[config.mk]
export PLATFORM = sky130hd
export DESIGN_NAME = ebw_host
export DESIGN_NICKNAME = d
export VERILOG_FILES = /design/src/logic/ebw_host.v /design/src/logic/ebw_sync.v
export VERILOG_INCLUDE_DIRS = /design/src /design/src/logic
export SDC_FILE = /design/constraint.sdc
export NUM_CORES = 1
export LEC_CHECK = 0
export BUFFER_PORTS_ARGS = -buffer_cell sky130_fd_sc_hd__buf_2
export CAP_MARGIN = 15
export CORE_MARGIN = 1
export CORE_UTILIZATION = 40
export DETAILED_ROUTE_END_ITERATION = 10
export SLEW_MARGIN = 20
export SYNTH_ARGS = -nofsm -noshare
export SYNTH_HDL_FRONTEND = slang
export SYNTH_SLANG_ARGS = --single-unit
export TNS_END_PERCENT = 100
[constraint.sdc]
create_clock -name ref_clk -period 2.8 [get_ports ref_clk]
set_clock_uncertainty 0.2 [all_clocks]
set_input_delay 0.14 -clock ref_clk [delete_from_list [all_inputs] [get_ports ref_clk]]
set_output_delay 0.14 -clock ref_clk [all_outputs]
set_load 0.005 [all_outputs]
[src/logic/ebw_defs.vh]
// Constants for the host-side byte write controller.
// Assumes a 50 MHz ref_clk and an external 2K x 8 byte-wide memory.
`ifndef EBW_DEFS_VH
`define EBW_DEFS_VH
`define EBW_CLK_MHZ 50
`define EBW_ADDR_W 11
`define EBW_DATA_W 8
`define EBW_DEPTH 2048
// Write strobe width, ns, and its cycle count (least time, rounded up)
`define EBW_WE_NS 100
`define EBW_WE_CYC ((`EBW_WE_NS * `EBW_CLK_MHZ + 999) / 1000)
// Chip select setup before strobe, in cycles
`define EBW_CS_SETUP_CYC 1
// Read strobe to data sample, in cycles
`define EBW_RD_CYC 4
// Busy watchdog: erase 5 ms plus write 5 ms, in ms and cycles
`define EBW_TMAX_MS 10
`define EBW_TMAX_CYC (`EBW_TMAX_MS * `EBW_CLK_MHZ * 1000)
// Cycles after strobe before busy is trusted
`define EBW_BUSY_WAIT_CYC 4
`endif

[src/logic/ebw_host.v]
// Host controller driving a byte-wide electrically erasable memory
// over its parallel pins, with busy watched on the completion line.
// Assumes pins connect directly to one or more wired-OR devices.
// A write completes on a seen fall and then rise of the busy line, or ends on the watchdog timeout.
// Functional notes
// RULE_01: Device holds 2K bytes, addressed bytewise over parallel bus.
// RULE_02: Host selects chip, then pulses write strobe low for 100 ns.
// RULE_03: Device latches address, data, strobe; host bus freed meanwhile.
// RULE_04: Device pulls busy low at write start, releases when done.
// RULE_05: Device leaves the bus while writing.
// RULE_06: Device reads byte internally first to decide on erase.
// RULE_07: Any zero bit: erase up to 5 ms, then write up to 5 ms.
// RULE_08: All ones: skip erase, write only, up to 5 ms.
// RULE_09: Busy rises only after verified completion; usable as interrupt.
// RULE_10: Host waits on busy line, not a fixed delay.
// RULE_11: Busy is open drain; wired-OR busy lasts until slowest finishes.
// RULE_12: Device blocks spurious writes during supply ramps.
// RULE_13: Host drives select, read and write strobes; busy may interrupt.
// RULE_14: Device ignores strobes and reads while busy is low.
`include "ebw_defs.vh"
module ebw_host #(
  parameter ADDR_W = `EBW_ADDR_W,
  parameter DATA_W = `EBW_DATA_W,
  parameter TMAX_CYC = `EBW_TMAX_CYC
) (
  input wire ref_clk,
  input wire rstn,
  input wire req_valid,
  input wire req_write,
  input wire [ADDR_W-1:0] req_addr,
  input wire [DATA_W-1:0] req_wdata,
  output wire req_ready,
  output reg rsp_valid_q,
  output reg [DATA_W-1:0] rsp_rdata_q,
  output reg rsp_timeout_q,
  output wire busy,
  output wire write_done,
  output reg chip_select_n_q,
  output reg output_drive_n_q,
  output reg write_strobe_n_q,
  output reg [ADDR_W-1:0] addr_q,
  input wire [DATA_W-1:0] data_in,
  output reg [DATA_W-1:0] data_out_q,
  output reg data_oe_q,
  input wire write_in_progress_in
);
  // Sequencer states
  localparam S_IDLE = 3'd0;
  localparam S_SETUP = 3'd1;
  localparam S_STROBE = 3'd2;
  localparam S_SETTLE = 3'd3;
  localparam S_BUSY = 3'd4;
  localparam S_READ = 3'd5;
  localparam integer WE_CYC_I = `EBW_WE_CYC;
  localparam integer CS_CYC_I = `EBW_CS_SETUP_CYC;
  localparam integer RD_CYC_I = `EBW_RD_CYC;
  localparam integer BW_CYC_I = `EBW_BUSY_WAIT_CYC;
  // Counts fit one byte; cut to the counter width on purpose
  localparam [7:0] WE_CYC = WE_CYC_I[7:0];
  localparam [7:0] CS_CYC = CS_CYC_I[7:0];
  localparam [7:0] RD_CYC = RD_CYC_I[7:0];
  localparam [7:0] BW_CYC = BW_CYC_I[7:0];

  reg [2:0] state_q;
  reg [7:0] cnt_q;
  reg [31:0] wd_q;
  reg done_q;
  reg low_seen_q;
  wire rdy_s;
  wire [DATA_W-1:0] data_s;
  genvar gi;

  // Counter reaches its limit on this cycle
  function cnt_hit;
    input [7:0] cnt;
    input [7:0] lim;
    begin
      cnt_hit = (cnt + 8'h01 >= lim);
    end
  endfunction

  // Line is low while any device on the wire is busy
  ebw_sync #(.RESET_VAL(1'b1)) u_sync (
    .ref_clk(ref_clk),
    .rstn(rstn),
    .async_in(write_in_progress_in),
    .sync_q(rdy_s)
  );

  // Read bus passes two flops; the read wait covers their delay
  generate
    for (gi = 0; gi < DATA_W; gi = gi + 1) begin : g_dsync
      ebw_sync #(.RESET_VAL(1'b0)) u_dsync (
        .ref_clk(ref_clk),
        .rstn(rstn),
        .async_in(data_in[gi]),
        .sync_q(data_s[gi])
      );
    end
  endgenerate

  // No new cycle while any shared device is still programming
  assign req_ready = (state_q == S_IDLE) && rdy_s; // RULE_14 RULE_11
  assign busy = (state_q != S_IDLE) || !rdy_s;
  assign write_done = done_q; // RULE_09

  // A line stuck during S_BUSY ends in a timeout, never a hang
  always @(posedge ref_clk or negedge rstn) begin
    if (!rstn) begin
      wd_q <= 32'h0;
    end else if (state_q == S_BUSY) begin
      wd_q <= wd_q + 32'h1;
    end else begin
      wd_q <= 32'h0;
    end
  end

  always @(posedge ref_clk or negedge rstn) begin
    if (!rstn) begin
      state_q <= S_IDLE;
      cnt_q <= 8'h00;
      low_seen_q <= 1'b0;
      done_q <= 1'b0;
      rsp_valid_q <= 1'b0;
      rsp_rdata_q <= {DATA_W{1'b0}};
      rsp_timeout_q <= 1'b0;
      chip_select_n_q <= 1'b1;
      output_drive_n_q <= 1'b1;
      write_strobe_n_q <= 1'b1;
      addr_q <= {ADDR_W{1'b0}};
      data_out_q <= {DATA_W{1'b0}};
      data_oe_q <= 1'b0;
    end else begin
      rsp_valid_q <= 1'b0;
      done_q <= 1'b0;
      case (state_q)
        S_IDLE: begin
          // Timeout flag stands until the next idle cycle
          rsp_timeout_q <= 1'b0;
          low_seen_q <= 1'b0;
          if (req_valid && rdy_s) begin
            addr_q <= req_addr; // RULE_01
            chip_select_n_q <= 1'b0; // RULE_13
            cnt_q <= 8'h00;
            if (req_write) begin
              data_out_q <= req_wdata;
              data_oe_q <= 1'b1;
              state_q <= S_SETUP;
            end else begin
              output_drive_n_q <= 1'b0; // RULE_13
              state_q <= S_READ;
            end
          end
        end
        S_SETUP: begin
          // Select settles before the strobe falls
          if (cnt_hit(cnt_q, CS_CYC)) begin
            write_strobe_n_q <= 1'b0; // RULE_02
            cnt_q <= 8'h00;
            state_q <= S_STROBE;
          end else begin
            cnt_q <= cnt_q + 8'h01;
          end
        end
        S_STROBE: begin
          // Strobe held low for the full pulse width
          if (cnt_hit(cnt_q, WE_CYC)) begin
            write_strobe_n_q <= 1'b1; // RULE_02
            cnt_q <= 8'h00;
            state_q <= S_SETTLE;
          end else begin
            cnt_q <= cnt_q + 8'h01;
          end
        end
        S_SETTLE: begin
          // Device has latched everything; free the bus
          chip_select_n_q <= 1'b1; // RULE_03
          data_oe_q <= 1'b0;
          // Line may already fall while settling
          if (!rdy_s) begin
            low_seen_q <= 1'b1;
          end
          if (cnt_hit(cnt_q, BW_CYC)) begin
            state_q <= S_BUSY;
          end else begin
            cnt_q <= cnt_q + 8'h01;
          end
        end
        S_BUSY: begin
          // Completion is a rise of the line, so its fall must be seen
          if (!rdy_s) begin
            low_seen_q <= 1'b1;
          end
          if (rdy_s && low_seen_q) begin // RULE_10 RULE_04 RULE_11
            done_q <= 1'b1;
            rsp_valid_q <= 1'b1;
            state_q <= S_IDLE;
          end else if (wd_q + 32'h1 >= TMAX_CYC) begin
            // Watchdog in case the line never releases
            rsp_valid_q <= 1'b1;
            rsp_timeout_q <= 1'b1;
            state_q <= S_IDLE;
          end
        end
        S_READ: begin
          // Sample the synced bus and release the strobes on the same edge
          if (cnt_hit(cnt_q, RD_CYC)) begin
            rsp_rdata_q <= data_s;
            rsp_valid_q <= 1'b1;
            output_drive_n_q <= 1'b1;
            chip_select_n_q <= 1'b1;
            state_q <= S_IDLE;
          end else begin
            cnt_q <= cnt_q + 8'h01;
          end
        end
        default: state_q <= S_IDLE;
      endcase
    end
  end
endmodule

[src/logic/ebw_sync.v]
// Two-flop synchroniser for a single level from a pin.
// Assumes the input is asynchronous to ref_clk.
module ebw_sync #(
  parameter RESET_VAL = 1'b1
) (
  input wire ref_clk,
  input wire rstn,
  input wire async_in,
  output reg sync_q
);
  reg meta_q;
  always @(posedge ref_clk or negedge rstn) begin
    if (!rstn) begin
      meta_q <= RESET_VAL;
      sync_q <= RESET_VAL;
    end else begin
      meta_q <= async_in;
      sync_q <= meta_q;
    end
  end
endmodule

==> impl_results.md, run 1 <==
- Synth area leaders: dfrtp_1, nand2_1, mux2_2
- Placed insts: 655
- 1st-pass router iterations: 4
- Max frequency: 0.374 GHz
- Hold Slack: 121 ps
- Vias per inst: 5.17
- Avg Cell Area, Syn: 10.3 sq um
- WS Path Type: register to register
- Die Ht: 109 microns
- DRT iter0 DRCs: 184
- Relative slew slack: 0.575
- Setup TNS: 0 ps
- Initial antenna violation count: 0
- CP endpoint kind: register
- First-pass GRT wire length: 16.9 mm
- CTS Buffer Depth: 2
- Crit. Startpoint: wd_q[0]$_DFF_PN0_
- Total congestion overflow: 0
- Pwr/cell area: 726 mW/mm^2
- Post-DP Area: 0.00515 sq mm
- Synthesis Warnings: 0
- Final #Nets: 593
- CTS H-Tree Depth: 3
- Max_cap viols: 0
- HP Class: input pin to register
- Synth-to-Final Area Change: 28.1%
- Last element of the critical path: state_q[2]$_DFFE_PN0P_
- Crit path buffers/inverters: 0
- Register area share after synthesis: 0.529
- Hold Fails Final Rpt: 0
- Largest net degree at the start of global routing: 52
- WL per Instance: 14.0 microns
- Total Wirelength: 9.85 mm
- Die X: 109 microns
- Status: complete, no violations
- Final setup viols: 0
- Setup ws final: 126 ps
- Reg2reg start: wd_q[0]$_DFF_PN0_
- CP max stage delay: 540 ps
- Final HPWL DP: 6.40 mm
- Die area: 0.0118 sq mm
- Count leader, synth: dfrtp_1
- FILL cells: 966
- Number of buffers created by CTS: 9
- # port buffers: 67
- CTS tree: yes
- Post-place setup slack: 32.5 ps
- CP Data Arrival Time: 2770 ps
- Reg clk slew, reported paths: 70 ps
- Design area: 0.00583 sq mm
- Slowest CP cell: or4_1
- Clk_lat worst skew: 350 ps
- FF-to-FF End: state_q[2]$_DFFE_PN0P_
- Layout cells sized above 1: 0.281
- Crit start category: register
- N_diodes: 0
- Main synth FF type: dfrtp_1
- Clock Tree Root: clkbuf_16
- Non-filler cells, final: 703
- Crit. path cell count: 8
- Pins over their slew limit: 0
- Netlist cell types: 67
- Via count of the routed design: 3,631
- Largest delay share family, worst path: simple AND/OR/NAND/NOR gates
- Post-Syn Nets: 475
- Cells after Synth: 440
- Crit path cell chain: ha_4 -> nand4_4 -> or3_4 -> or4_1 -> nor3b_2 -> o22ai_2 -> nor4b_4 -> a31o_1
- Largest area contributor in the netlist: dfrtp_1
- Design Power: 4.23 mW
- Final Util: 0.531
- RSZ-0062 raised after global routing: true
- Required @ worst endpoint: 2890 ps
- Post-synth EDFFs: 0
- Initial Util: 0.414
- Antenna Violating Nets Remaining: 0
- Slew @ Worst Pin: 637 ps
- Top cells by count, synth: dfrtp_1, nand2_1, nor2_1
- All-layer global routing usage: 0.183
- Vias in the first global route: 3,636
- CORE AREA: 0.0110 sq mm
- I/O pin total: 68
- Mapped cell area: 0.00455 sq mm
- Ys async rst share: 1.00
- Final Critical Period: 2670 ps
- Final period util: 0.955
- CP Max Fanout: 5
- R2r setup slk: 130 ps
- TritonCTS Sinks: 96
- Row count: 38
- Placer's final routability congestion estimate: 0.871
- Peak supply drop: 508 uV
- FF+latch count, synth: 96
- Lkg Pwr: 2.71 nW
- Post-synth top area share: 0.500
- DRC violations left: 0
- R2R cell count: 8
final cells by class:
type | count | area [sq um] | share of cell area
flip-flops and latches | 96 | 2410 | 0.413
well taps | 140 | 175 | 0.0300
multi-input cells | 317 | 2040 | 0.349
clock buffers | 9 | 225 | 0.0386
clock inverters | 7 | 95.1 | 0.0163
inverters | 10 | 37.5 | 0.00644
repair buffers | 124 | 853 | 0.146
flip-flops by register name, indices dropped and copies added, names as in the netlist, 3 cells and up:
signal	count
data_out_q	8
rsp_rdata_q	8
wd_q	32
addr_q	11
state_q	3
g_dsync.u_dsync.meta_q	8
cnt_q	8
g_dsync.u_dsync.sync_q	8
layout by cell type, fill, tap and decap left out, drive strengths merged, types with 5 or more instances in the layout:
cell type,synthesis,layout
or3,6,6
buf,5,94
and2,6,6
nand4,11,11
a21oi,10,10
dfrtp,91,91
nand2,64,64
mux2,19,19
o21ai,11,11
nor3,16,16
xor2,18,18
nor4,5,5
inv,10,14
nand3,19,19
dfstp,5,5
nor2,41,41
clkbuf,12,9
and3,16,16
xnor2,10,10
dlygate4sd3,0,30
layer usage:
layer / up-vias / track usage / wire (microns)
met1: 1741 / 0.245 / 4690
li1: 1783 / - / -
met3: 11 / 0.0436 / 483
met5: - / 0 / 0
met4: 0 / 0.0637 / 146
met2: 96 / 0.291 / 4530
worst min path at each step:
stage / start / slack [ps] / end / cells past startpoint
after global routing: g_dsync[3].u_dsync.meta_q$_DFF_PN0_ / 160 / g_dsync[3].u_dsync.sync_q$_DFF_PN0_ / 0
after detailed placement: rstn / 7 / wd_q[18]$_DFF_PN0_ / 1
after global placement: rstn / 4 / wd_q[12]$_DFF_PN0_ / 1
after floorplan: rstn / -360 / addr_q[0]$_DFFE_PN0P_ / 0
final: req_valid / 120 / chip_select_n_q$_DFFE_PN1P_ / 4
after CTS: req_valid / 110 / chip_select_n_q$_DFFE_PN1P_ / 4
power breakdown:
group / leakage (nW) / switching, mW / total (mW) / internal (mW)
registers: 1.24 / 0.200 / 1.87 / 1.67
clock network: 0.157 / 0.588 / 1.31 / 0.721
logic: 1.31 / 0.523 / 1.06 / 0.537
total: 2.71 / 1.31 / 4.23 / 2.92
timing repair:
action,CTS,global route
setup endpoints to repair,0,5
buffers inserted,0,2
resized for setup,0,7
hold endpoints to repair,72,0
hold buffers,30,0
worst register-to-register path, delay by kind of cell, from the launching register on:
kind / cells / cell delay, ps
AO/OA/AOI/OAI: 2 / 290
flip-flops: 1 / 400
AND/OR/NAND/NOR: 5 / 1540
adder cells (fa/ha/maj): 1 / 170
cells by family (layout without fill, tap and decap cells):
logic type / count (synthesis) / after routing / synth area share
AOI/OAI and AO/OA: 61 / 61 / 0.0948
xor gates and xnor gates: 28 / 28 / 0.0539
adders and majority gates: 3 / 3 / 0.00825
buffers and inverters: 27 / 150 / 0.0335
DFF: 96 / 96 / 0.529
muxes: 19 / 19 / 0.0470
and+or+nand+nor: 206 / 206 / 0.233
(Power assumes the default switching activity.)
==> run 2: changes to the inputs <==
PLACE_DENSITY = 0.7   (was not set)
==> impl_results.md, run 2 (synthesis results as in run 1) <==
- Status: complete, no violations
- Met2 wire len: 4.81 mm (+6.3%)
- Hold Fails Final Rpt: 0 (unchanged)
- Final period util: 0.951 (-0.00382)
- Max frequency: 0.375 GHz (+0.40%)
- Die X: 109 microns (unchanged)
- Commonest non-fill, non-tap cell in the layout: dfrtp_1
- Die area: 0.0118 sq mm (unchanged)
- RSZ-0062 raised after global routing: true
- Vias per inst: 5.23 (+1.2%)
- Initial antenna violation count: 0 (unchanged)
- CTS H-Tree Depth: 3 (unchanged)
- Top reg by flops: wd_q
- CTS tree: yes
- Final Critical Period: 2660 ps (-10.7 ps)
- # port buffers: 67 (unchanged)
- CTS Buffer Depth: 2 (unchanged)
- Lkg Pwr: 2.66 nW (-1.7%)
- All-layer global routing usage: 0.190 (+0.00675)
- Vias in the first global route: 3,766 (+3.6%)
- Required @ worst endpoint: 2810 ps (-80 ps)
- Top Registers: wd_q x32, addr_q x11
- Die Ht: 109 microns (unchanged)
- DRT iter0 DRCs: 200 (+8.7%)
- Number of buffers created by CTS: 9 (unchanged)
- Initial Util: 0.414 (unchanged)
- Relative slew slack: 0.550 (-0.0250)
- Largest net degree at the start of global routing: 61 (+17%)
- Design area: 0.00576 sq mm (-1.2%)
- CP Data Arrival Time: 2670 ps (-100 ps)
- Final HPWL DP: 6.53 mm (+2.1%)
- CP endpoint kind: register
- Row count: 38 (unchanged)
- WL per Instance: 14.6 microns (+4.5%)
- R2r setup slk: 140 ps (about the same)
- Reg2reg start: wd_q[0]$_DFF_PN0_
- CP Max Fanout: 5 (unchanged)
- First-pass GRT wire length: 17.5 mm (+3.8%)
- HP Class: input pin to async pin
- WL met1: 4.66 mm (-0.68%)
- Crit start category: register
- Commonest non-fill, non-tap cells in the layout: dfrtp_1, buf_2, nand2_1
- Reg clk slew, reported paths: 80 ps (about the same)
- Antenna Violating Nets Remaining: 0 (unchanged)
- WS Path Type: register to register
- Clk_lat worst skew: 350 ps (about the same)
- N_diodes: 0 (unchanged)
- 1st-pass router iterations: 4 (unchanged)
- Final #Nets: 590 (-0.51%)
- R2R cell count: 8 (unchanged)
- Design Power: 4.13 mW (-2.5%)
- Total congestion overflow: 0 (unchanged)
- Via count of the routed design: 3,660 (+0.80%)
- Total Wirelength: 10.3 mm (+4.1%)
- Routed wl met3: 684 microns (+42%)
- TritonCTS Sinks: 96 (unchanged)
- Pwr/cell area: 717 mW/mm^2 (-1.3%)
- Final setup viols: 0 (unchanged)
- DRC violations left: 0 (unchanged)
- Post-DP Area: 0.00513 sq mm (-0.44%)
- Peak supply drop: 488 uV (-3.7%)
- Final Util: 0.524 (-0.00638)
- Slew @ Worst Pin: 673 ps (+35.8 ps)
- I/O pin total: 68 (unchanged)
- Clock Tree Root: clkbuf_16
- Hold Slack: 106 ps (-14.7 ps)
- DR top layer: met4
- Layout cells sized above 1: 0.277 (-0.00385)
- Placer's final routability congestion estimate: 0.840 (-3.6%)
- CORE AREA: 0.0110 sq mm (unchanged)
- FF-to-FF End: rsp_valid_q$_DFF_PN0_
- Max FFs per register: 32 (unchanged)
- Synth-to-Final Area Change: 26.6%
- Max_cap viols: 0 (unchanged)
- Pins over their slew limit: 0 (unchanged)
run 2: layer usage:
metal  up-vias  track usage
met5         -            0
met3         8       0.0550
met2       102        0.305
met1      1769        0.250
met4         0       0.0550
li1       1781            -
run 2: critical path: stages (launching register included):
cell,delay (ps)
dfrtp_1,400
ha_4,170
nand4_4,70
or3_4,410
or4_1,550
nor3b_2,190
o22ai_2,110
nor4b_2,330
o21bai_1,100
run 2: what timing repair did:
action	4_1_cts	5_1_grt
endpoints found under the setup margin	1	3
endpoints found under the hold margin	65	0
resized for setup	1	5
pin swaps	0	5
buffers inserted	0	2
hold buffers	30	0
run 2: worst max path at each step:
stage	from	endpoint	slack, ps
finish	wd_q[0]$_DFF_PN0_	rsp_valid_q$_DFF_PN0_	140
global route	wd_q[0]$_DFF_PN0_	state_q[2]$_DFFE_PN0P_	-10
CTS	wd_q[0]$_DFF_PN0_	rsp_valid_q$_DFF_PN0_	50
detailed placement	wd_q[2]$_DFF_PN0_	state_q[2]$_DFFE_PN0P_	40
global placement	wd_q[0]$_DFF_PN0_	state_q[2]$_DFFE_PN0P_	120
floorplan	wd_q[0]$_DFF_PN0_	state_q[2]$_DFFE_PN0P_	40
run 2: layout make-up:
cell class	count	area, sq um
Fill cell	923	5220
Sequential cell	96	2410
Multi-Input combinational cell	317	2020
Timing Repair Buffer	121	831
Clock buffer	9	225
Tap cell	140	175
Clock inverter	7	61.3
Inverter	10	37.5
run 2: stage by stage:
step / std cells / worst slack, ps / TNS (ps)
3_5_place_dp: 652 / 43.9 / 0
2_1_floorplan: 440 / 42.3 / 0
5_1_grt: 700 / -13.3 / -13.3
4_1_cts: 698 / 54.9 / 0
3_3_place_gp: 652 / 123 / 0
6_report: 700 / 136 / 0
run 2: where the power goes:
group          total [mW]  internal [mW]  switching, mW
Sequential           1.87           1.67          0.200
Clock                1.20          0.622          0.578
Combinational        1.06          0.524          0.540
Total                4.13           2.81           1.32
==> run 3: changes to the inputs <==
ABC_AREA = 1   (was not set)
==> impl_results.md, run 3 <==
- Post-synth top area share: 0.499 (-0.000961)
- Largest area contributor in the netlist: dfrtp_1
- Main synth FF type: dfrtp_1
- Die area: 0.0118 sq mm (+0.19%)
- R2r setup slk: 420 ps (+280 ps)
- Synthesis Warnings: 0 (unchanged)
- Final #Nets: 691 (+17%)
- Crit path cell chain: ha_1 -> nand2_1 -> inv_1 -> nand4_1 -> xor2_1 -> nand2_1 -> nor2_1 -> nand2_1 -> nand2_2 -> mux2_2
- All-layer global routing usage: 0.182 (-0.00762)
- Crit path buffers/inverters: 1 (+1)
- Top cells by count, synth: nand2_1, dfrtp_1, nor2_1
- Post-synth EDFFs: 0 (unchanged)
- Relative slew slack: 0.556 (+0.00598)
- Synth area leaders: dfrtp_1, nand2_1, nor2_1
- HP Class: input pin to register
- Total setup buffers inserted after CTS: 0 (unchanged)
- Top Registers: wd_q x32, addr_q x11
- Clk_lat worst skew: 350 ps (about the same)
- Quantity of gates resized following cts: 0 (-1)
- Layout cells sized above 1: 0.195 (-0.0816)
- Die Ht: 109 microns (about the same)
- Placed insts: 755 (+16%)
- Non-filler cells, final: 801 (+14%)
- CP endpoint kind: register
- 1st-pass router iterations: 4 (unchanged)
- Max_cap viols: 0 (unchanged)
- Multiplexer share of the synthesized area: 0.0395 (-0.00750)
- Die X: 109 microns (about the same)
- Largest family of logic cells by synthesized area: simple AND/OR/NAND/NOR gates
- Antenna Violating Nets Remaining: 0 (unchanged)
- First-pass GRT wire length: 17.0 mm (-3.3%)
- Cells after Synth: 549 (+25%)
- Hold Slack: 67.0 ps (-39.4 ps)
- Peak supply drop: 389 uV (-20%)
- Reg clk slew, reported paths: 70 ps (about the same)
- RSZ-0062 raised after global routing: false
- Commonest non-fill, non-tap cell in the layout: nand2_1
- Crit start category: register
- Synth-to-Final Area Change: 24.7%
- CP Max Fanout: 10 (+5)
- Avg Cell Area, Syn: 8.31 sq um (-20%)
- N_diodes: 0 (unchanged)
- Post-synthesis simple-gate area fraction: 0.322 (+0.0887)
- CORE AREA: 0.0110 sq mm (unchanged)
- Final setup viols: 0 (unchanged)
- Total Wirelength: 9.92 mm (-3.2%)
- I/O pin total: 68 (unchanged)
- Final Critical Period: 2380 ps (-283 ps)
- Initial antenna violation count: 0 (unchanged)
- CTS tree: yes
- WL per Instance: 12.4 microns (-15%)
- CP Data Arrival Time: 2410 ps (-260 ps)
- Adder-Cell Fraction of Synth Area: 0.00823 (-0.0000158)
- CTS H-Tree Depth: 3 (unchanged)
- Max frequency: 0.420 GHz (+12%)
- Via count of the routed design: 3,845 (+5.1%)
- Count leader, synth: nand2_1
- Netlist cell types: 27 (-60%)
- Initial Util: 0.415 (+0.000797)
- DRT iter0 DRCs: 261 (+31%)
- Commonest non-fill, non-tap cells in the layout: nand2_1, dfrtp_1, nor2_1
- Lkg Pwr: 2.91 nW (+9.4%)
- TritonCTS Sinks: 96 (unchanged)
- # port buffers: 67 (unchanged)
- Ys async rst share: 1.00 (unchanged)
- Hold Fails Final Rpt: 0 (unchanged)
- Max FFs per register: 32 (unchanged)
- Final HPWL DP: 7.01 mm (+7.4%)
- Required @ worst endpoint: 2830 ps (+20 ps)
- Vias per inst: 4.80 (-8.2%)
- Pwr/cell area: 691 mW/mm^2 (-3.7%)
- Row count: 38 (unchanged)
- Clock Tree Root: clkbuf_16
- CTS Buffer Depth: 2 (unchanged)
- Status: complete, no violations
- Placer's final routability congestion estimate: 0.865 (+3.0%)
- Post-Syn Nets: 584 (+23%)
- Synth Area in Compound Gates: 0.0250 (-0.0699)
- DRC violations left: 0 (unchanged)
- WS Path Type: register to register
- Setup TNS: 0 ps (unchanged)
- XOR/XNOR Fraction of Synth Area: 0.0211 (-0.0328)
- Crit-path most repeated cell: nand2_1
- Slew @ Worst Pin: 665 ps (-7.33 ps)
- Register area share after synthesis: 0.528 (-0.00102)
- Total congestion overflow: 0 (unchanged)
- Vias in the first global route: 3,800 (+0.90%)
- FF+latch count, synth: 96 (unchanged)
- Slowest CP cell: dfrtp_1
- Pins over their slew limit: 0 (unchanged)
- Mapped cell area: 0.00456 sq mm (+0.19%)
- Number of buffers created by CTS: 9 (unchanged)
- Largest delay share family, worst path: simple AND/OR/NAND/NOR gates
- Top reg by flops: wd_q
- Largest net degree at the start of global routing: 52 (-15%)
- CP max stage delay: 400 ps (-150 ps)
- Final period util: 0.850 (-0.101)
[run 3: changes by cell type after synthesis, sizes merged, moves of 5 or more]
cell / previous run / this run
nand2: 64 / 183
clkbuf: 12 / 4
xnor2: 10 / 3
and2: 6 / 0
nor2: 41 / 96
inv: 10 / 61
and3: 16 / 0
nor4: 5 / 0
nor3: 16 / 4
or3: 6 / 0
xor2: 18 / 8
nand3: 19 / 34
[run 3: final timing paths]
kind	start	to	cells past startpoint
setup / recovery	cnt_q[0]$_DFFE_PN0P_	rsp_rdata_q[1]$_DFFE_PN0P_	10
hold / removal	req_valid	chip_select_n_q$_DFFE_PN1P_	5
setup reg to reg	cnt_q[0]$_DFFE_PN0P_	rsp_rdata_q[1]$_DFFE_PN0P_	10
hold reg to reg	g_dsync[6].u_dsync.meta_q$_DFF_PN0_	g_dsync[6].u_dsync.sync_q$_DFF_PN0_	0
max in group asynchronous	rstn	chip_select_n_q$_DFFE_PN1P_	3
min in group asynchronous	rstn	wd_q[26]$_DFF_PN0_	2
[run 3: through the flow]
| stage | utilization | total power, mW | instance area, sq um | setup WS, ps |
|---|---|---|---|---|
| after floorplan | - | 2.32 | 4560 | 698 |
| after global placement | 0.464 | 2.68 | 5100 | 530 |
| after detailed placement | 0.464 | 2.71 | 5100 | 434 |
| after CTS | 0.518 | 3.96 | 5690 | 420 |
| after global routing | 0.518 | 4.18 | 5690 | 131 |
| final | 0.518 | 3.93 | 5690 | 420 |
[run 3: repair_timing]
action                     CTS  global route
setup endpoints to repair    0             0
hold buffers                30             0
hold endpoints to repair    78             0
[run 3: layout make-up]
type,instances,area (sq um)
multi-input combinational,385,1900
clock inverter,6,60.1
fill,991,5300
timing repair buffer,101,681
clock buffer,10,229
inverter,63,236
sequential,96,2410
tap,140,175
[run 3: kinds of logic (layout without fill, tap and decap cells)]
logic type / after synthesis / in the layout
mux: 16 / 16
flops: 96 / 96
xor+xnor: 11 / 11
buf+inv: 68 / 180
simple gates: 333 / 333
fa+ha+maj: 3 / 3
compound gates: 22 / 22
[run 3: where the power goes]
| part | switching, mW | internal, mW | leakage (nW) |
|---|---|---|---|
| sequential | 0.142 | 1.63 | 1.25 |
| combinational | 0.538 | 0.414 | 1.53 |
| clock | 0.572 | 0.628 | 0.137 |
[run 3: worst register-to-register path, delay by kind of cell, from the launching register on]
family / cells / cell delay, ps
and+or+nand+nor: 6 / 840
DFF: 1 / 400
muxes: 1 / 370
adders and majority gates: 1 / 220
xor gates and xnor gates: 1 / 160
buffers and inverters: 1 / 80
[run 3: per-layer routing]
metal / global-route usage / vias to the layer above / wire [microns]
li1: - / 1918 / -
met1: 0.240 / 1829 / 4560
met2: 0.301 / 84 / 4840
met3: 0.0383 / 14 / 354
met4: 0.0569 / 0 / 159
met5: 0 / - / 0
